`src/rtc_map.svh`:
```
// Register offsets, field positions, reset values and timing counts
// for the alarm/timer flag block and the time registers.
// Assumes a 40 MHz system clock feeding all timebase dividers.
`ifndef RTC_MAP_SVH
`define RTC_MAP_SVH

`define ADDR_CTRL2 8'h01
`define ADDR_SECONDS 8'h02
`define ADDR_MINUTES 8'h03
`define ADDR_HOURS 8'h04
`define ADDR_DAYS 8'h05
`define ADDR_WEEKDAYS 8'h06
`define ADDR_MONTHS 8'h07

`define BIT_PULSE_MODE 4
`define BIT_ALARM_FLAG 3
`define BIT_TIMER_FLAG 2
`define BIT_ALARM_IE 1
`define BIT_TIMER_IE 0
`define BIT_INTEGRITY 7
`define BIT_CENTURY 7

`define RST_SECONDS 7'h00
`define RST_MINUTES 7'h00
`define RST_HOURS 6'h00
`define RST_DAYS 6'h01
`define RST_WEEKDAY 3'h0
`define RST_INTEGRITY 1'b1

`define BCD_59 7'h59
`define BCD_23 6'h23
`define WEEKDAY_LAST 3'h6
`define SEC_PER_MIN_LAST 6'd59

`define CLK_HZ 40000000
`define BASE_HZ 8192
`define ACC_W 26

// Pulse lengths as reciprocal seconds, counts in base ticks
`define PW_DEN_4096_N1 8192
`define PW_DEN_4096 4096
`define PW_DEN_64_N1 128
`define PW_DEN_64 64
`define PW_DEN_SLOW 64

`endif

```
`src/rtc_pkg.sv`:
```
// Types shared by the flag block and the calendar counters.
// Assumes rtc_map.svh supplies the numeric constants.
package rtc_pkg;
	typedef enum logic [1:0] {
		SRC_4096HZ = 2'b00,
		SRC_64HZ = 2'b01,
		SRC_1HZ = 2'b10,
		SRC_1_60HZ = 2'b11
	} tsrc_e;
	typedef logic [7:0] byte_t;
endpackage

```
`src/rtc_cal_if.sv`:
```
// Carrier between the register/flag block and the calendar counters.
// Assumes both ends run on the same clock.
`timescale 1ns/1ps
`default_nettype none
interface rtc_cal_if;
	logic secTick;
	logic [4:0] wrSel;
	logic [7:0] wrData;
	logic [7:0] month;
	logic [7:0] year;
	logic [6:0] sec;
	logic [6:0] min;
	logic [5:0] hour;
	logic [5:0] day;
	logic [2:0] wday;
	logic dayCarry;
	modport ctrl(output secTick, wrSel, wrData, month, year,
		input sec, min, hour, day, wday, dayCarry);
	modport cal(input secTick, wrSel, wrData, month, year,
		output sec, min, hour, day, wday, dayCarry);
endinterface
`default_nettype wire

```
`src/rtc_calendar.sv`:
```
// BCD seconds, minutes, hours, days and weekday counters.
// Assumes secTick is a one-cycle pulse once per second; month and
// year come from the outer calendar registers as BCD.
`timescale 1ns/1ps
`default_nettype none
`include "rtc_map.svh"
module rtc_calendar (
	input wire logic clk,
	input wire logic rst,
	rtc_cal_if.cal cal
);
	import rtc_pkg::*;

	function automatic logic [7:0] bcdInc(input logic [7:0] v);
		logic [7:0] r;
		r = v + 8'h01;
		if (v[3:0] == 4'h9) begin
			r = {v[7:4] + 4'h1, 4'h0};
		end
		return r;
	endfunction

	logic [6:0] sec_q;
	logic [6:0] min_q;
	logic [5:0] hour_q;
	logic [5:0] day_q;
	logic [2:0] wday_q;
	logic dayCarry_q;

	// Named incremented values, since a select on a call result is not legal
	wire [7:0] secInc = bcdInc({1'b0, sec_q});
	wire [7:0] minInc = bcdInc({1'b0, min_q});
	wire [7:0] hourInc = bcdInc({2'b00, hour_q});
	wire [7:0] dayInc = bcdInc({2'b00, day_q});

	wire minStep = cal.secTick && (sec_q == `BCD_59);
	wire hourStep = minStep && (min_q == `BCD_59);
	wire dayStep = hourStep && (hour_q == `BCD_23);
	// Units digit 0/4/8 with even tens, or 2/6 with odd tens
	wire leapYear = cal.year[4] ? (cal.year[3:0] == 4'h2 || cal.year[3:0] == 4'h6) :
		(cal.year[3:0] == 4'h0 || cal.year[3:0] == 4'h4 || cal.year[3:0] == 4'h8);
	wire shortMonth = cal.month == 8'h04 || cal.month == 8'h06 ||
		cal.month == 8'h09 || cal.month == 8'h11;
	wire [5:0] lastDay = (cal.month == 8'h02) ? (leapYear ? 6'h29 : 6'h28) :
		(shortMonth ? 6'h30 : 6'h31);
	wire monthEnd = dayStep && (day_q == lastDay);

	// Software writes win over a same-cycle count
	always_ff @(posedge clk or posedge rst) begin
		if (rst) begin
			sec_q <= `RST_SECONDS;
			min_q <= `RST_MINUTES;
			hour_q <= `RST_HOURS;
			day_q <= `RST_DAYS;
			wday_q <= `RST_WEEKDAY;
			dayCarry_q <= 1'b0;
		end else begin
			dayCarry_q <= monthEnd && !cal.wrSel[3];
			if (cal.wrSel[0]) begin
				sec_q <= cal.wrData[6:0];
			end else if (cal.secTick) begin
				sec_q <= minStep ? 7'h00 : secInc[6:0];
			end
			if (cal.wrSel[1]) begin
				min_q <= cal.wrData[6:0];
			end else if (minStep) begin
				min_q <= hourStep ? 7'h00 : minInc[6:0];
			end
			if (cal.wrSel[2]) begin
				hour_q <= cal.wrData[5:0];
			end else if (hourStep) begin
				hour_q <= dayStep ? 6'h00 : hourInc[5:0];
			end
			if (cal.wrSel[3]) begin
				day_q <= cal.wrData[5:0];
			end else if (dayStep) begin
				day_q <= monthEnd ? `RST_DAYS : dayInc[5:0];
			end
			if (cal.wrSel[4]) begin
				wday_q <= cal.wrData[2:0];
			end else if (dayStep) begin
				wday_q <= (wday_q == `WEEKDAY_LAST) ? 3'h0 : wday_q + 3'h1;
			end
		end
	end

	assign cal.sec = sec_q;
	assign cal.min = min_q;
	assign cal.hour = hour_q;
	assign cal.day = day_q;
	assign cal.wday = wday_q;
	assign cal.dayCarry = dayCarry_q;
endmodule
`default_nettype wire

```
`src/rtc_flags_and_time_regs.sv`:
```
// Alarm/timer flags, interrupt pin control, timer countdown and the
// time registers of the real-time clock, behind a parallel register port.
// Assumes the serial bus engine outside drives the register port and
// that alarm match, timer settings, month and year come from outside.
//
// Function
// - An alarm match sets the alarm flag.
// - Timer countdown end sets the timer flag.
// - Flags hold until software writes them; reads never clear.
// - Control write ANDs each flag with the written bit.
// - Interrupt is OR of alarm flag and timer flag (timer pulse in pulse mode) gated by enables.
// - Level mode: interrupt follows timer flag while timer interrupt enabled.
// - Pulse mode, 4096 Hz source: 1/8192 s for n=1, else 1/4096 s.
// - Pulse mode: 64 Hz gives 1/128 or 1/64 s; slower sources 1/64 s.
// - Pulse mode with alarm flag and enable: interrupt held continuously.
// - With n=1 timer flag and interrupt assert together.
// - Timer stays stopped while the loaded count is zero.
// - Seconds bit 7 flags lost clock integrity.
// - Seconds bits 6..0 hold BCD 00 to 59.
// - Minutes bits 6..0 hold BCD 00 to 59.
// - Hours bits 5..0 hold BCD 00 to 23.
// - Days bits 5..0 hold BCD 01 to 31.
// - February has 29 days when year is divisible by four.
// - Weekday bits 2..0 hold 0 to 6.
// - Weekday simply cycles 0 to 6; software assigns names.
// - Century bit toggles when years roll from 99 to 00.
`timescale 1ns/1ps
`default_nettype none
`include "rtc_map.svh"
module rtc_flags_and_time_regs (
	input wire logic clk,
	input wire logic rst,
	input wire logic [7:0] regAddr,
	input wire logic regWrEn,
	input wire logic regRdEn,
	input wire logic [7:0] regWrData,
	output logic [7:0] regRdData,
	input wire logic alarmMatch,
	input wire logic voltageLow,
	input wire logic timerRun,
	input wire rtc_pkg::tsrc_e timerSource,
	input wire logic timerLoad,
	input wire logic [7:0] timerLoadValue,
	input wire logic [7:0] monthBcd,
	input wire logic [7:0] yearBcd,
	input wire logic yearWrap,
	output logic centuryBit,
	output logic monthCarry,
	output logic intPinOut,
	output logic intPinOe
);
	import rtc_pkg::*;

	localparam logic [`ACC_W-1:0] ACC_STEP = `ACC_W'(`BASE_HZ);
	localparam logic [`ACC_W-1:0] ACC_WRAP = `ACC_W'(`CLK_HZ);
	localparam logic [7:0] PW_4096_N1 = 8'(`BASE_HZ / `PW_DEN_4096_N1);
	localparam logic [7:0] PW_4096 = 8'(`BASE_HZ / `PW_DEN_4096);
	localparam logic [7:0] PW_64_N1 = 8'(`BASE_HZ / `PW_DEN_64_N1);
	localparam logic [7:0] PW_64 = 8'(`BASE_HZ / `PW_DEN_64);
	localparam logic [7:0] PW_SLOW = 8'(`BASE_HZ / `PW_DEN_SLOW);

	rtc_cal_if calBus();

	rtc_calendar u_calendar (
		.clk(clk),
		.rst(rst),
		.cal(calBus)
	);

	// Timebase: phase accumulator gives an exact 8192 Hz average
	logic [`ACC_W-1:0] acc_q;
	logic baseTick_q;
	logic [12:0] baseCnt_q;
	logic [5:0] minDiv_q;

	wire [`ACC_W:0] accSum = {1'b0, acc_q} + {1'b0, ACC_STEP};
	wire accOver = accSum >= {1'b0, ACC_WRAP};
	wire [`ACC_W-1:0] accNext = accOver ? `ACC_W'(accSum - {1'b0, ACC_WRAP}) :
		accSum[`ACC_W-1:0];

	always_ff @(posedge clk or posedge rst) begin
		if (rst) begin
			acc_q <= '0;
			baseTick_q <= 1'b0;
		end else begin
			acc_q <= accNext;
			baseTick_q <= accOver;
		end
	end

	always_ff @(posedge clk or posedge rst) begin
		if (rst) begin
			baseCnt_q <= '0;
		end else if (baseTick_q) begin
			baseCnt_q <= baseCnt_q + 13'd1;
		end
	end

	wire tick4096 = baseTick_q && baseCnt_q[0];
	wire tick64 = baseTick_q && (&baseCnt_q[6:0]);
	wire tick1 = baseTick_q && (&baseCnt_q);
	wire tickMin = tick1 && (minDiv_q == `SEC_PER_MIN_LAST);

	always_ff @(posedge clk or posedge rst) begin
		if (rst) begin
			minDiv_q <= '0;
		end else if (tick1) begin
			minDiv_q <= tickMin ? 6'd0 : minDiv_q + 6'd1;
		end
	end

	// Register decode
	wire wrCtrl = regWrEn && (regAddr == `ADDR_CTRL2);
	wire wrSec = regWrEn && (regAddr == `ADDR_SECONDS);
	wire wrMin = regWrEn && (regAddr == `ADDR_MINUTES);
	wire wrHour = regWrEn && (regAddr == `ADDR_HOURS);
	wire wrDay = regWrEn && (regAddr == `ADDR_DAYS);
	wire wrWday = regWrEn && (regAddr == `ADDR_WEEKDAYS);
	wire wrMonth = regWrEn && (regAddr == `ADDR_MONTHS);

	// Countdown timer
	logic [7:0] loadN_q;
	logic [7:0] timerCnt_q;
	logic [7:0] pulseCnt_q;

	wire srcTick = (timerSource == SRC_4096HZ) ? tick4096 :
		(timerSource == SRC_64HZ) ? tick64 :
		(timerSource == SRC_1HZ) ? tick1 : tickMin;
	wire timerActive = timerRun && (loadN_q != 8'h00);
	wire timerEnd = timerActive && srcTick && (timerCnt_q <= 8'h01);
	wire nIsOne = loadN_q == 8'h01;

	always_ff @(posedge clk or posedge rst) begin
		if (rst) begin
			loadN_q <= '0;
			timerCnt_q <= '0;
		end else if (timerLoad) begin
			loadN_q <= timerLoadValue;
			timerCnt_q <= timerLoadValue;
		end else if (timerActive && srcTick) begin
			timerCnt_q <= timerEnd ? loadN_q : timerCnt_q - 8'h01;
		end
	end

	// Pulse length in base ticks, chosen by source and loaded count
	wire [7:0] pulseLen = (timerSource == SRC_4096HZ) ?
		(nIsOne ? PW_4096_N1 : PW_4096) :
		(timerSource == SRC_64HZ) ? (nIsOne ? PW_64_N1 : PW_64) : PW_SLOW;

	always_ff @(posedge clk or posedge rst) begin
		if (rst) begin
			pulseCnt_q <= '0;
		end else if (timerEnd) begin
			pulseCnt_q <= pulseLen;
		end else if (baseTick_q && pulseCnt_q != 8'h00) begin
			pulseCnt_q <= pulseCnt_q - 8'h01;
		end
	end

	// Pulse starts on the same edge as the timer flag
	wire pulseNext = timerEnd || (pulseCnt_q > 8'h01) ||
		(pulseCnt_q == 8'h01 && !baseTick_q);

	// Control/status 2 fields
	logic [1:0] flag_q;
	logic [1:0] flag_d;
	logic pulseMode_q;
	logic alarmIe_q;
	logic timerIe_q;
	wire [1:0] flagSet = {alarmMatch, timerEnd};

	genvar gi;
	generate
		for (gi = 0; gi < 2; gi++) begin : g_flag
			// Set beats a same-cycle clear so no event is lost
			assign flag_d[gi] = flagSet[gi] ||
				(flag_q[gi] && !(wrCtrl && !regWrData[`BIT_TIMER_FLAG + gi]));
			always_ff @(posedge clk or posedge rst) begin
				if (rst) begin
					flag_q[gi] <= 1'b0;
				end else begin
					flag_q[gi] <= flag_d[gi];
				end
			end
		end
	endgenerate

	wire pulseModeD = wrCtrl ? regWrData[`BIT_PULSE_MODE] : pulseMode_q;
	wire alarmIeD = wrCtrl ? regWrData[`BIT_ALARM_IE] : alarmIe_q;
	wire timerIeD = wrCtrl ? regWrData[`BIT_TIMER_IE] : timerIe_q;

	always_ff @(posedge clk or posedge rst) begin
		if (rst) begin
			pulseMode_q <= 1'b0;
			alarmIe_q <= 1'b0;
			timerIe_q <= 1'b0;
		end else begin
			pulseMode_q <= pulseModeD;
			alarmIe_q <= alarmIeD;
			timerIe_q <= timerIeD;
		end
	end

	// Interrupt pin: open drain, driven low while active
	wire alarmIrq = flag_d[1] && alarmIeD;
	wire timerIrq = timerIeD && (pulseModeD ? pulseNext : flag_d[0]);
	wire intNext = alarmIrq || timerIrq;
	logic intOe_q;
	logic intOut_q;

	always_ff @(posedge clk or posedge rst) begin
		if (rst) begin
			intOe_q <= 1'b0;
			intOut_q <= 1'b0;
		end else begin
			intOe_q <= intNext;
			intOut_q <= 1'b0;
		end
	end

	// Clock integrity and century
	logic integrityLost_q;
	logic century_q;

	always_ff @(posedge clk or posedge rst) begin
		if (rst) begin
			integrityLost_q <= `RST_INTEGRITY;
		end else if (voltageLow) begin
			integrityLost_q <= 1'b1;
		end else if (wrSec) begin
			integrityLost_q <= regWrData[`BIT_INTEGRITY];
		end
	end

	// Year wrap toggles even if software writes the bit that cycle
	always_ff @(posedge clk or posedge rst) begin
		if (rst) begin
			century_q <= 1'b0;
		end else if (yearWrap) begin
			century_q <= wrMonth ? !regWrData[`BIT_CENTURY] : !century_q;
		end else if (wrMonth) begin
			century_q <= regWrData[`BIT_CENTURY];
		end
	end

	// Calendar link
	assign calBus.secTick = tick1;
	assign calBus.wrSel = {wrWday, wrDay, wrHour, wrMin, wrSec};
	assign calBus.wrData = regWrData;
	assign calBus.month = monthBcd;
	assign calBus.year = yearBcd;

	// Read data, unmapped addresses read zero
	wire [7:0] ctrlRead = {3'b000, pulseMode_q, flag_q[1], flag_q[0],
		alarmIe_q, timerIe_q};
	wire [7:0] rdMux = (regAddr == `ADDR_CTRL2) ? ctrlRead :
		(regAddr == `ADDR_SECONDS) ? {integrityLost_q, calBus.sec} :
		(regAddr == `ADDR_MINUTES) ? {1'b0, calBus.min} :
		(regAddr == `ADDR_HOURS) ? {2'b00, calBus.hour} :
		(regAddr == `ADDR_DAYS) ? {2'b00, calBus.day} :
		(regAddr == `ADDR_WEEKDAYS) ? {5'b00000, calBus.wday} : 8'h00;

	logic [7:0] rdData_q;

	always_ff @(posedge clk or posedge rst) begin
		if (rst) begin
			rdData_q <= 8'h00;
		end else if (regRdEn) begin
			rdData_q <= rdMux;
		end
	end

	assign regRdData = rdData_q;
	assign centuryBit = century_q;
	assign monthCarry = calBus.dayCarry;
	assign intPinOut = intOut_q;
	assign intPinOe = intOe_q;
endmodule
`default_nettype wire

```
`config.mk`:
```
export PLATFORM = sky130hd
export DESIGN_NAME = rtc_flags_and_time_regs
export DESIGN_NICKNAME = d
export VERILOG_FILES = /design/src/rtc_pkg.sv /design/src/rtc_cal_if.sv /design/src/rtc_calendar.sv /design/src/rtc_flags_and_time_regs.sv
export VERILOG_INCLUDE_DIRS = /design/src
export SDC_FILE = /design/constraint.sdc
export NUM_CORES = 1
export LEC_CHECK = 0
export BUFFER_PORTS_ARGS = -buffer_cell sky130_fd_sc_hd__buf_2
export CAP_MARGIN = 15
export CORE_ASPECT_RATIO = 1.4
export CORE_MARGIN = 10
export CORE_UTILIZATION = 41
export CTS_CLUSTER_SIZE = 16
export DETAILED_ROUTE_END_ITERATION = 10
export SLEW_MARGIN = 5
export SYNTH_ARGS = -nofsm -noshare
export SYNTH_HDL_FRONTEND = slang
export SYNTH_SLANG_ARGS = --single-unit
```
`constraint.sdc`:
```
create_clock -name clk -period 7.1 [get_ports clk]
set_input_delay 1.42 -clock clk [delete_from_list [all_inputs] [get_ports clk]]
set_output_delay 1.42 -clock clk [all_outputs]
set_load 0.005 [all_outputs]
```
==> flow_metrics.env, run 1 <==
export IMPL_rr_startpoint="acc_q[13]$_DFF_PP0_"
export IMPL_cp_slowest_cell="nor4_4"
export IMPL_rrSetupSlack_ns=3.82
export IMPL_start_util=0.420
export IMPL_cts_resized=0
export IMPL_yosysWarnings=0
export IMPL_synth_avg_cell_area_um2=8.74
export IMPL_hold_ws_ns=0.462
export IMPL_cts_buffers=9
export IMPL_relSlewSlack=0.314
export IMPL_path_clk_slew_ns=0.07
export IMPL_criticalPathCategory="input port to flop"
export IMPL_drv_slew=0
export IMPL_crit_fanout=9
export IMPL_endpoint_kind="flop"
export IMPL_final_cell_mix="105 x dfrtp_1, 76 x nand2_1, 75 x nor2_1"
export IMPL_clock_skew_ns=0.00472
export IMPL_io_pins=63
export IMPL_dr_pass1_iters=5
export IMPL_dieArea_mm2=0.0224
export IMPL_worstPathArrival_ns=3.63
export IMPL_synth_yosys_seq_area_share=0.391
export IMPL_nNetsFinal=896
export IMPL_ant_nets=0
export IMPL_dr_first_iter_drc_count=387
export IMPL_antenna_diode_count=0
export IMPL_crit_path_cell_trace="buf_2 > nor4_4 > nand2_1 > nor2_2 > nand3_1 > mux2_2 > a221o_1 > a22o_1"
export IMPL_worstPathRequired_ns=7.34
export IMPL_grtUsageTotal=0.155
export IMPL_dp_cells=1009
export IMPL_max_freq_mhz=296
export IMPL_ctsHoldBuffers=0
export IMPL_cts_setup_buffers=0
export IMPL_cpPeakStageDelay_ns=0.45
export IMPL_cts_sinks=107
export IMPL_fin_crit_sh=0.477
export IMPL_synth_edf_count=0
export IMPL_grt_antenna_before_repair=0
export IMPL_synth_area_leader_cell="dfrtp_1"
export IMPL_routed_wirelength_um=17200
export IMPL_min_path_type="flop to flop"
export IMPL_gr_total_overflow=0
export IMPL_rows=55
export IMPL_ys_types=75
export IMPL_period_needed_ns=3.38
export IMPL_setup_viol=0
export IMPL_die_x_um=129
export IMPL_synth_area_mm2=0.00685
export IMPL_wl_per_cell_um=16.8
export IMPL_vias=5845
export IMPL_synth_top_cell_area_share=0.383
export IMPL_cp_start_kind="input port"
export IMPL_root_buffer="clkbuf_16"
export IMPL_hold_depth=1
export IMPL_maxCapViolCount=0
export IMPL_grt_pass1_wl_um=28500
export IMPL_area_growth_pct=10.1
export IMPL_rr_endpoint="acc_q[23]$_DFF_PP0_"
export IMPL_hold_end="baseCnt_q[10]$_DFFE_PP0P_"
export IMPL_p_per_area_mw_per_mm2=177
export IMPL_finalHoldViolCount=0
export IMPL_leakagePower_uw=0.00319
export IMPL_die_h_um=173
export IMPL_cts_tree="done"
export IMPL_htreeDepth=3
export IMPL_final_cells=1025
export IMPL_routed_via_density=5.70
export IMPL_port_buffers=58
export IMPL_ys_flop_type="dfrtp_1"
export IMPL_r2r_cells=8
export IMPL_async_reset_ff_frac=1.00
export IMPL_syn_nets=859
export IMPL_layout_drive_gt1_share=0.132
export IMPL_min_delay_start="baseCnt_q[10]$_DFFE_PP0P_"
export IMPL_ys_top_cells_by_area="dfrtp_1 38%, ha_1 4.4%, nand2_1 4.2%, nor2_1 4.1%, xnor2_1 4.0%"
export IMPL_grt_max_degree=80
export IMPL_final_common_cell="dfrtp_1"
export IMPL_clk_latency_ns=0.35
export IMPL_gp_congestion=0.856
export IMPL_hpwl_um=12700
export IMPL_clock_path_buffers=2
export IMPL_status="complete, no violations"
export IMPL_tns_ns=0
export IMPL_synth_seq_cells=107
export IMPL_rsz0062_at_grt="no"
export IMPL_tightestPinTransition_ns=1.03
export IMPL_ir_drop_uv=102
export IMPL_core_area_mm2=0.0163
export IMPL_grt_pass1_vias=5784
export IMPL_syn_inst=784
export IMPL_drc_errors=0
==> worst max-delay path, delay by kind of cell <==
family | cells | cell delay, ns
buf+inv | 1 | 0.11
simple gates | 4 | 1.19
compound gates | 2 | 0.54
mux | 1 | 0.37
==> cells by family after synthesis <==
| logic type | after synthesis | synth area share |
|---|---|---|
| AO/OA/AOI/OAI | 189 | 0.179 |
| XOR/XNOR | 46 | 0.0588 |
| adder cells (fa/ha/maj) | 24 | 0.0438 |
| buffers and inverters | 71 | 0.0433 |
| flip-flops | 107 | 0.391 |
| multiplexers | 29 | 0.0447 |
| other | 1 | 0.000547 |
| AND/OR/NAND/NOR | 317 | 0.239 |
==> power breakdown <==
group | switching [uW] | internal (uW)
Clock | 228 | 282
Sequential | 35.6 | 640
Combinational | 82.6 | 64.6
==> routing by layer <==
layer	part of all wire	vias up	track usage
met2	0.52	116	0.275
met1	0.41	2797	0.177
met5	0	-	0
met4	0.028	0	0.0651
met3	0.040	29	0.0260
li1	-	2903	-
==> state kept, by name (all words and copies together), names as in the netlist, 2 cells and up <==
name                 flops
u_calendar.cal.day       6
u_calendar.cal.sec       7
u_calendar.cal.wday      3
regRdData                8
ctrlRead                 2
u_calendar.cal.hour      6
minDiv_q                 6
acc_q                   17
timerCnt_q               8
baseCnt_q               13
loadN_q                  8
pulseCnt_q               8
u_calendar.cal.min       7
==> cells in the mapped netlist, types with 4 or more instances <==
library cell / count
o31ai_1: 7
nand2_1: 76
mux2_2: 13
a211oi_1: 15
dfrtp_1: 105
or4_1: 7
o211ai_1: 5
ha_1: 24
o21ai_0: 41
inv_1: 37
nand3b_1: 10
or3_1: 10
or2_2: 5
mux2i_1: 16
nand2b_1: 9
and3_1: 13
nor3b_1: 8
a211o_1: 4
clkbuf_1: 20
and2_1: 7
a32oi_1: 4
o221ai_1: 4
a21oi_1: 49
nand4_1: 8
xnor2_1: 31
nand3_1: 32
xor2_1: 15
o22ai_1: 8
o41ai_1: 6
nor2_1: 75
nor2b_1: 8
buf_2: 9
nor3_1: 19
nor4_1: 9
a31oi_1: 12
==> per-stage QoR <==
step | total power [uW] | instance area, um^2 | setup WS [ns] | util
floorplan | 778 | 6850 | 2.87 | -
global route | 1400 | 7550 | 3.49 | 0.463
global placement | 833 | 7250 | 3.36 | 0.445
finish | 1330 | 7550 | 3.72 | 0.463
CTS | 1350 | 7550 | 3.69 | 0.463
detailed placement | 835 | 7250 | 3.32 | 0.445
==> worst max-delay path by stage <==
stage,startpoint,endpoint,depth (start not counted)
4_1_cts,regAddr[5],intPinOe$_DFF_PP0_,8
6_report,regAddr[5],intPinOe$_DFF_PP0_,8
2_1_floorplan,rst,acc_q[10]$_DFFE_PP0N_,1
5_1_grt,monthBcd[0],u_calendar.cal.day[3]$_DFFE_PP0P_,8
3_5_place_dp,regAddr[5],intPinOe$_DFF_PP0_,8
3_3_place_gp,regAddr[5],intPinOe$_DFF_PP0_,8
==> layout make-up <==
| cell class | count | area (um^2) |
|---|---|---|
| Timing Repair Buffer | 60 | 305 |
| Inverter | 37 | 141 |
| Clock buffer | 11 | 243 |
| Clock inverter | 5 | 52.6 |
| Multi-Input combinational cell | 606 | 3880 |
| Tap cell | 199 | 249 |
| Sequential cell | 107 | 2680 |
| Fill cell | 1635 | 8760 |
Power figures use the tool's default switching activity.
==> inputs of run 2 (changes only) <==
==> constraint.sdc (replaced) <==
create_clock -name clk -period 3.15 [get_ports clk]
set_input_delay 0.63 -clock clk [delete_from_list [all_inputs] [get_ports clk]]
set_output_delay 0.63 -clock clk [all_outputs]
set_load 0.005 [all_outputs]
==> run 2 against run 1 <==
Against the previous run: non-clock buffer count is 16 higher; largest power group unchanged; power is 130% higher; sequential share of layout area is 0.76 points lower; cell count is 1.6% higher; critical path type is now flop to flop; highest routed layer is now met5; critical endpoint is now pulseCnt_q[6]$_DFFE_PP0P_; critical path depth is 1 lower; worst setup slack worse by 3.3 ns.
==> flow_metrics.env, run 2 (synthesized netlist as in run 1, its figures left out) <==
export IMPL_worst_slack_ns=0.403
export IMPL_p_per_area_mw_per_mm2=404
export IMPL_grt_antenna_before_repair=1
export IMPL_grtUsageTotal=0.156
export IMPL_cts_tree="done"
export IMPL_status="complete, no violations"
export IMPL_worstPathRequired_ns=3.43
export IMPL_stdcell_area_mm2=0.00771
export IMPL_ctsHoldBuffers=0
export IMPL_endpoint_kind="flop"
export IMPL_die_h_um=173
export IMPL_root_buffer="clkbuf_16"
export IMPL_grt_max_degree=108
export IMPL_dr_first_iter_drc_count=302
export IMPL_max_freq_mhz=364
export IMPL_criticalPathCategory="flop to flop"
export IMPL_tightestPinTransition_ns=0.584
export IMPL_htreeDepth=3
export IMPL_maxCapViolCount=0
export IMPL_grt_pass1_vias=5806
export IMPL_grt_pass1_wl_um=28700
export IMPL_cts_setup_buffers=0
export IMPL_fin_crit_sh=0.872
export IMPL_min_path_type="input port to asynchronous set/reset pin"
export IMPL_die_x_um=129
export IMPL_pre_cts_ws_ns=0.376
export IMPL_path_clk_slew_ns=0.07
export IMPL_vias=5897
export IMPL_drc_errors=0
export IMPL_clock_path_buffers=2
export IMPL_finish_utilization=0.473
export IMPL_clk_latency_ns=0.36
export IMPL_met3_length_um=565
export IMPL_drv_slew=0
export IMPL_rsz0062_at_grt="no"
export IMPL_relSlewSlack=0.611
export IMPL_wl_per_cell_um=16.6
export IMPL_finalHoldViolCount=0
export IMPL_setup_viol=0
export IMPL_highest_layer="met5"
export IMPL_area_growth_pct=12.5
export IMPL_seqCellArea_mm2=0.00268
export IMPL_max_flop_register="acc_q"
export IMPL_cts_sinks=107
export IMPL_crit_fanout=13
export IMPL_period_needed_ns=2.75
export IMPL_io_pins=63
export IMPL_top_regs="acc_q x17, baseCnt_q x13"
export IMPL_tns_ns=0
export IMPL_final_common_cell="dfrtp_1"
export IMPL_nNetsFinal=912
export IMPL_antenna_diode_count=0
export IMPL_multi_input_area_mm2=0.00388
export IMPL_final_cell_mix="105 x dfrtp_1, 76 x nand2_1, 75 x nor2_1"
export IMPL_num_fill_cells=1623
export IMPL_port_buffers=58
export IMPL_dr_pass1_iters=4
export IMPL_ant_nets=0
export IMPL_hpwl_um=12900
export IMPL_clock_skew_ns=0.00807
export IMPL_route_met2_wl_um=9030
export IMPL_cts_resized=0
export IMPL_start_util=0.420
export IMPL_routed_wirelength_um=17300
export IMPL_layout_drive_gt1_share=0.150
export IMPL_leakagePower_uw=0.00328
export IMPL_dieArea_mm2=0.0224
export IMPL_hold_ws_ns=0.411
export IMPL_rows=55
export IMPL_ir_drop_uv=241
export IMPL_worstPathArrival_ns=3.03
export IMPL_routed_via_density=5.66
export IMPL_cts_buffers=9
export IMPL_cp_start_kind="flop"
export IMPL_largest_reg_flops=17
export IMPL_met1_length_um=7360
export IMPL_gr_total_overflow=0
export IMPL_gp_congestion=0.933
export IMPL_dpl_cell_area_mm2=0.00739
export IMPL_core_area_mm2=0.0163
run 2: cell count changes in the layout (fill, tap and decap cells not counted):
| cell | before | now |
|---|---|---|
| buf_12 | 0 | 1 |
| buf_4 | 2 | 17 |
| bufinv_16 | 1 | 2 |
| clkbuf_1 | 1 | 0 |
| clkinv_2 | 3 | 2 |
| clkinv_4 | 0 | 1 |
| inv_4 | 1 | 0 |
| inv_6 | 0 | 1 |
run 2: stage by stage:
step	total power, uW	instances
after floorplan	1750	784
after global placement	1890	1025
after detailed placement	1900	1025
after CTS	3150	1041
after global routing	3260	1041
final	3120	1041
run 2: power breakdown:
part           switching [uW]  internal (uW)
Combinational             186            150
Clock                     531            721
Sequential               88.1           1440
run 2: final cells by class:
cell class | instances | share of cell area
inverters | 37 | 0.0185
repair buffers | 76 | 0.0568
clock inverters | 6 | 0.0114
well taps | 199 | 0.0323
clock buffers | 10 | 0.0310
multi-input cells | 606 | 0.503
flip-flops and latches | 107 | 0.348
run 2: critical path, cell delays in order (launching register included):
cell     delay [ns]
dfrtp_1        0.41
ha_1           0.26
nand4_2        0.17
or2_1          0.44
a211o_1        0.51
or2_4          0.32
or4_1          0.48
o21ai_0        0.08
run 2: path summary, 6_finish.rpt:
path | startpoint | to | slack [ns] | cells after the start
max | baseCnt_q[1]$_DFFE_PP0P_ | pulseCnt_q[6]$_DFFE_PP0P_ | 0.40 | 7
min | rst | baseCnt_q[4]$_DFFE_PP0P_ | 0.41 | 3
max reg2reg | baseCnt_q[1]$_DFFE_PP0P_ | pulseCnt_q[6]$_DFFE_PP0P_ | 0.40 | 7
min reg2reg | baseCnt_q[10]$_DFFE_PP0P_ | baseCnt_q[10]$_DFFE_PP0P_ | 0.47 | 1
max in group asynchronous | rst | u_calendar.cal.day[4]$_DFFE_PP0P_ | 2.28 | 3
min in group clk | voltageLow | integrityLost_q$_DFFE_PP1P_ | 0.46 | 2
run 2: layer usage:
layer	global-route usage	vias up
met1	0.183	2838
met5	0	-
li1	-	2943
met3	0.0233	22
met2	0.273	92
met4	0.0656	2
==> inputs of run 3 (changes only) <==
--- a/config.mk
+++ b/config.mk
@@ -8,7 +8,7 @@
 export LEC_CHECK = 0
 export BUFFER_PORTS_ARGS = -buffer_cell sky130_fd_sc_hd__buf_2
 export CAP_MARGIN = 15
-export CORE_ASPECT_RATIO = 1.4
+export CORE_ASPECT_RATIO = 0.6
 export CORE_MARGIN = 10
 export CORE_UTILIZATION = 41
 export CTS_CLUSTER_SIZE = 16
==> constraint.sdc (replaced) <==
create_clock -name clk -period 2.6 [get_ports clk]
set_input_delay 0.52 -clock clk [delete_from_list [all_inputs] [get_ports clk]]
set_output_delay 0.52 -clock clk [all_outputs]
set_load 0.005 [all_outputs]
==> run 3 against run 2 <==
Against the previous run: sequential power is 21% higher; sequential cell count stayed put; first-iteration DRC count is 62% higher; largest power group unchanged; combinational power is 30% higher; clock power is 21% higher; design area is 5.2% higher; highest routed layer is now met4; worst setup slack worse by 0.36 ns; hold slack worse by 0.087 ns.
==> flow_metrics.env, run 3 (synthesized netlist as in run 1, its figures left out) <==
export IMPL_status="complete, no violations"
export IMPL_root_buffer="clkbuf_16"
export IMPL_tightestPinTransition_ns=0.888
export IMPL_p_per_area_mw_per_mm2=468
export IMPL_largest_reg_flops=17
export IMPL_layout_drive_gt1_share=0.206
export IMPL_max_flop_register="acc_q"
export IMPL_p_comb_frac=0.115
export IMPL_rsz0062_at_grt="yes"
export IMPL_rr_startpoint="acc_q[13]$_DFF_PP0_"
export IMPL_dr_pass1_iters=5
export IMPL_core_area_mm2=0.0163
export IMPL_crit_fanout=7
export IMPL_crit_end="acc_q[20]$_DFF_PP0_"
export IMPL_routed_wirelength_um=18800
export IMPL_die_x_um=187
export IMPL_gp_congestion=0.917
export IMPL_start_util=0.420
export IMPL_endpoint_kind="flop"
export IMPL_setup_viol=0
export IMPL_clock_power_share=0.398
export IMPL_cp_start_kind="flop"
export IMPL_path_delay_family="compound AO/OA/AOI/OAI gates"
export IMPL_grt_pass1_wl_um=30500
export IMPL_grt_pass1_vias=5926
export IMPL_worstPathArrival_ns=2.84
export IMPL_io_pins=63
export IMPL_period_needed_ns=2.55
export IMPL_relSlewSlack=0.407
export IMPL_clk_latency_ns=0.36
export IMPL_p_sw_frac=0.275
export IMPL_dr_first_iter_drc_count=488
export IMPL_clock_path_buffers=2
export IMPL_gr_total_overflow=0
export IMPL_nNetsFinal=941
export IMPL_routed_via_density=5.59
export IMPL_finalHoldViolCount=0
export IMPL_max_freq_mhz=392
export IMPL_grt_max_degree=36
export IMPL_crit_cells=8
export IMPL_cp_slowest_cell="dfrtp_2"
export IMPL_cts_sinks=107
export IMPL_grtUsageTotal=0.164
export IMPL_fin_crit_sh=0.982
export IMPL_min_path_type="input port to asynchronous set/reset pin"
export IMPL_dieArea_mm2=0.0225
export IMPL_ant_nets=0
export IMPL_criticalPathCategory="flop to flop"
export IMPL_crit_path_cell_trace="ha_4 > or2_2 > a21boi_1 > o32ai_1 > a311oi_2 > o31ai_2 > mux2i_2 > xor2_1"
export IMPL_ctsHoldBuffers=0
export IMPL_cts_buffers=9
export IMPL_rows=36
export IMPL_drc_errors=0
export IMPL_final_cell_mix="102 x dfrtp_1, 76 x nand2_1, 74 x nor2_1"
export IMPL_vias=6154
export IMPL_seqPwrFrac=0.487
export IMPL_clock_skew_ns=0.0121
export IMPL_htreeDepth=3
export IMPL_cts_tree="done"
export IMPL_grt_antenna_before_repair=0
export IMPL_wl_per_cell_um=17.1
export IMPL_pre_cts_ws_ns=-0.0482
export IMPL_worst_slack_ns=0.0459
export IMPL_cp_num_buf_inv=0
export IMPL_rr_endpoint="acc_q[20]$_DFF_PP0_"
export IMPL_r2r_cells=8
export IMPL_p_int_uw=2750
export IMPL_final_common_cell="dfrtp_1"
export IMPL_rrSetupSlack_ns=0.05
export IMPL_ir_drop_uv=264
export IMPL_critPathLaunch="acc_q[13]$_DFF_PP0_"
export IMPL_leakagePower_uw=0.00345
export IMPL_drv_slew=0
export IMPL_port_buffers=58
export IMPL_maxCapViolCount=0
export IMPL_p_sw_uw=1050
export IMPL_cpPeakStageDelay_ns=0.45
export IMPL_worstPathRequired_ns=2.88
export IMPL_hpwl_um=14200
export IMPL_area_growth_pct=18.4
export IMPL_die_h_um=120
export IMPL_path_clk_slew_ns=0.08
export IMPL_tns_ns=0
export IMPL_top_regs="acc_q x17, baseCnt_q x13"
run 3: changes by cell type in the layout (fill, tap and decap cells not counted), sizes merged:
| cell | change |
|---|---|
| inv | +3 |
| clkinv | -2 |
| buf | +29 |
| bufinv | -1 |
| diode | +1 |
run 3: repair_timing:
item	4_1_cts	5_1_grt
pin swaps	1	6
setup endpoints to repair	2	23
gates resized for setup	5	24
setup buffers	0	5
hold endpoints to repair	0	0
run 3: worst min path at each step:
stage,start,endpoint,slack [ns],cells past startpoint
after CTS,rst,timerCnt_q[2]$_DFFE_PP0P_,0.34,2
after detailed placement,baseCnt_q[10]$_DFFE_PP0P_,baseCnt_q[10]$_DFFE_PP0P_,0.45,1
after global placement,baseCnt_q[10]$_DFFE_PP0P_,baseCnt_q[10]$_DFFE_PP0P_,0.45,1
final,rst,timerCnt_q[2]$_DFFE_PP0P_,0.32,2
after global routing,voltageLow,integrityLost_q$_DFFE_PP1P_,0.35,2
after floorplan,baseCnt_q[5]$_DFFE_PP0P_,baseCnt_q[5]$_DFFE_PP0P_,0.43,1
run 3: area by class of cell:
type	instances	area, um^2
flip-flops and latches	107	2680
multi-input cells	606	3980
clock buffers	10	239
fillers	1563	8190
diodes	1	2.50
well taps	228	285
clock inverters	6	88.8
inverters	37	143
repair buffers	105	692
run 3: metal layers:
metal,share of wire,track usage
met1,0.48,0.234
met2,0.44,0.246
met3,0.064,0.0416
met4,0.0094,0.0341
met5,0,0
run 3: through the flow:
step	std cells	area, um^2	hold WS [ns]	util	total power (uW)
global route	1099	8110	0.346	0.497	3970
CTS	1095	7990	0.337	0.490	3830
global placement	1079	7630	0.451	0.468	2290
detailed placement	1079	7630	0.451	0.468	2310
floorplan	784	6860	0.435	-	2120
finish	1100	8110	0.325	0.498	3790
run 3: power groups by stage:
stage | registers (uW) | clock network [uW] | logic [uW]
floorplan | 1840 | 0 | 282
global placement | 1870 | 0 | 419
detailed placement | 1880 | 0 | 434
CTS | 1840 | 1550 | 437
global route | 1860 | 1610 | 496
finish | 1850 | 1510 | 436
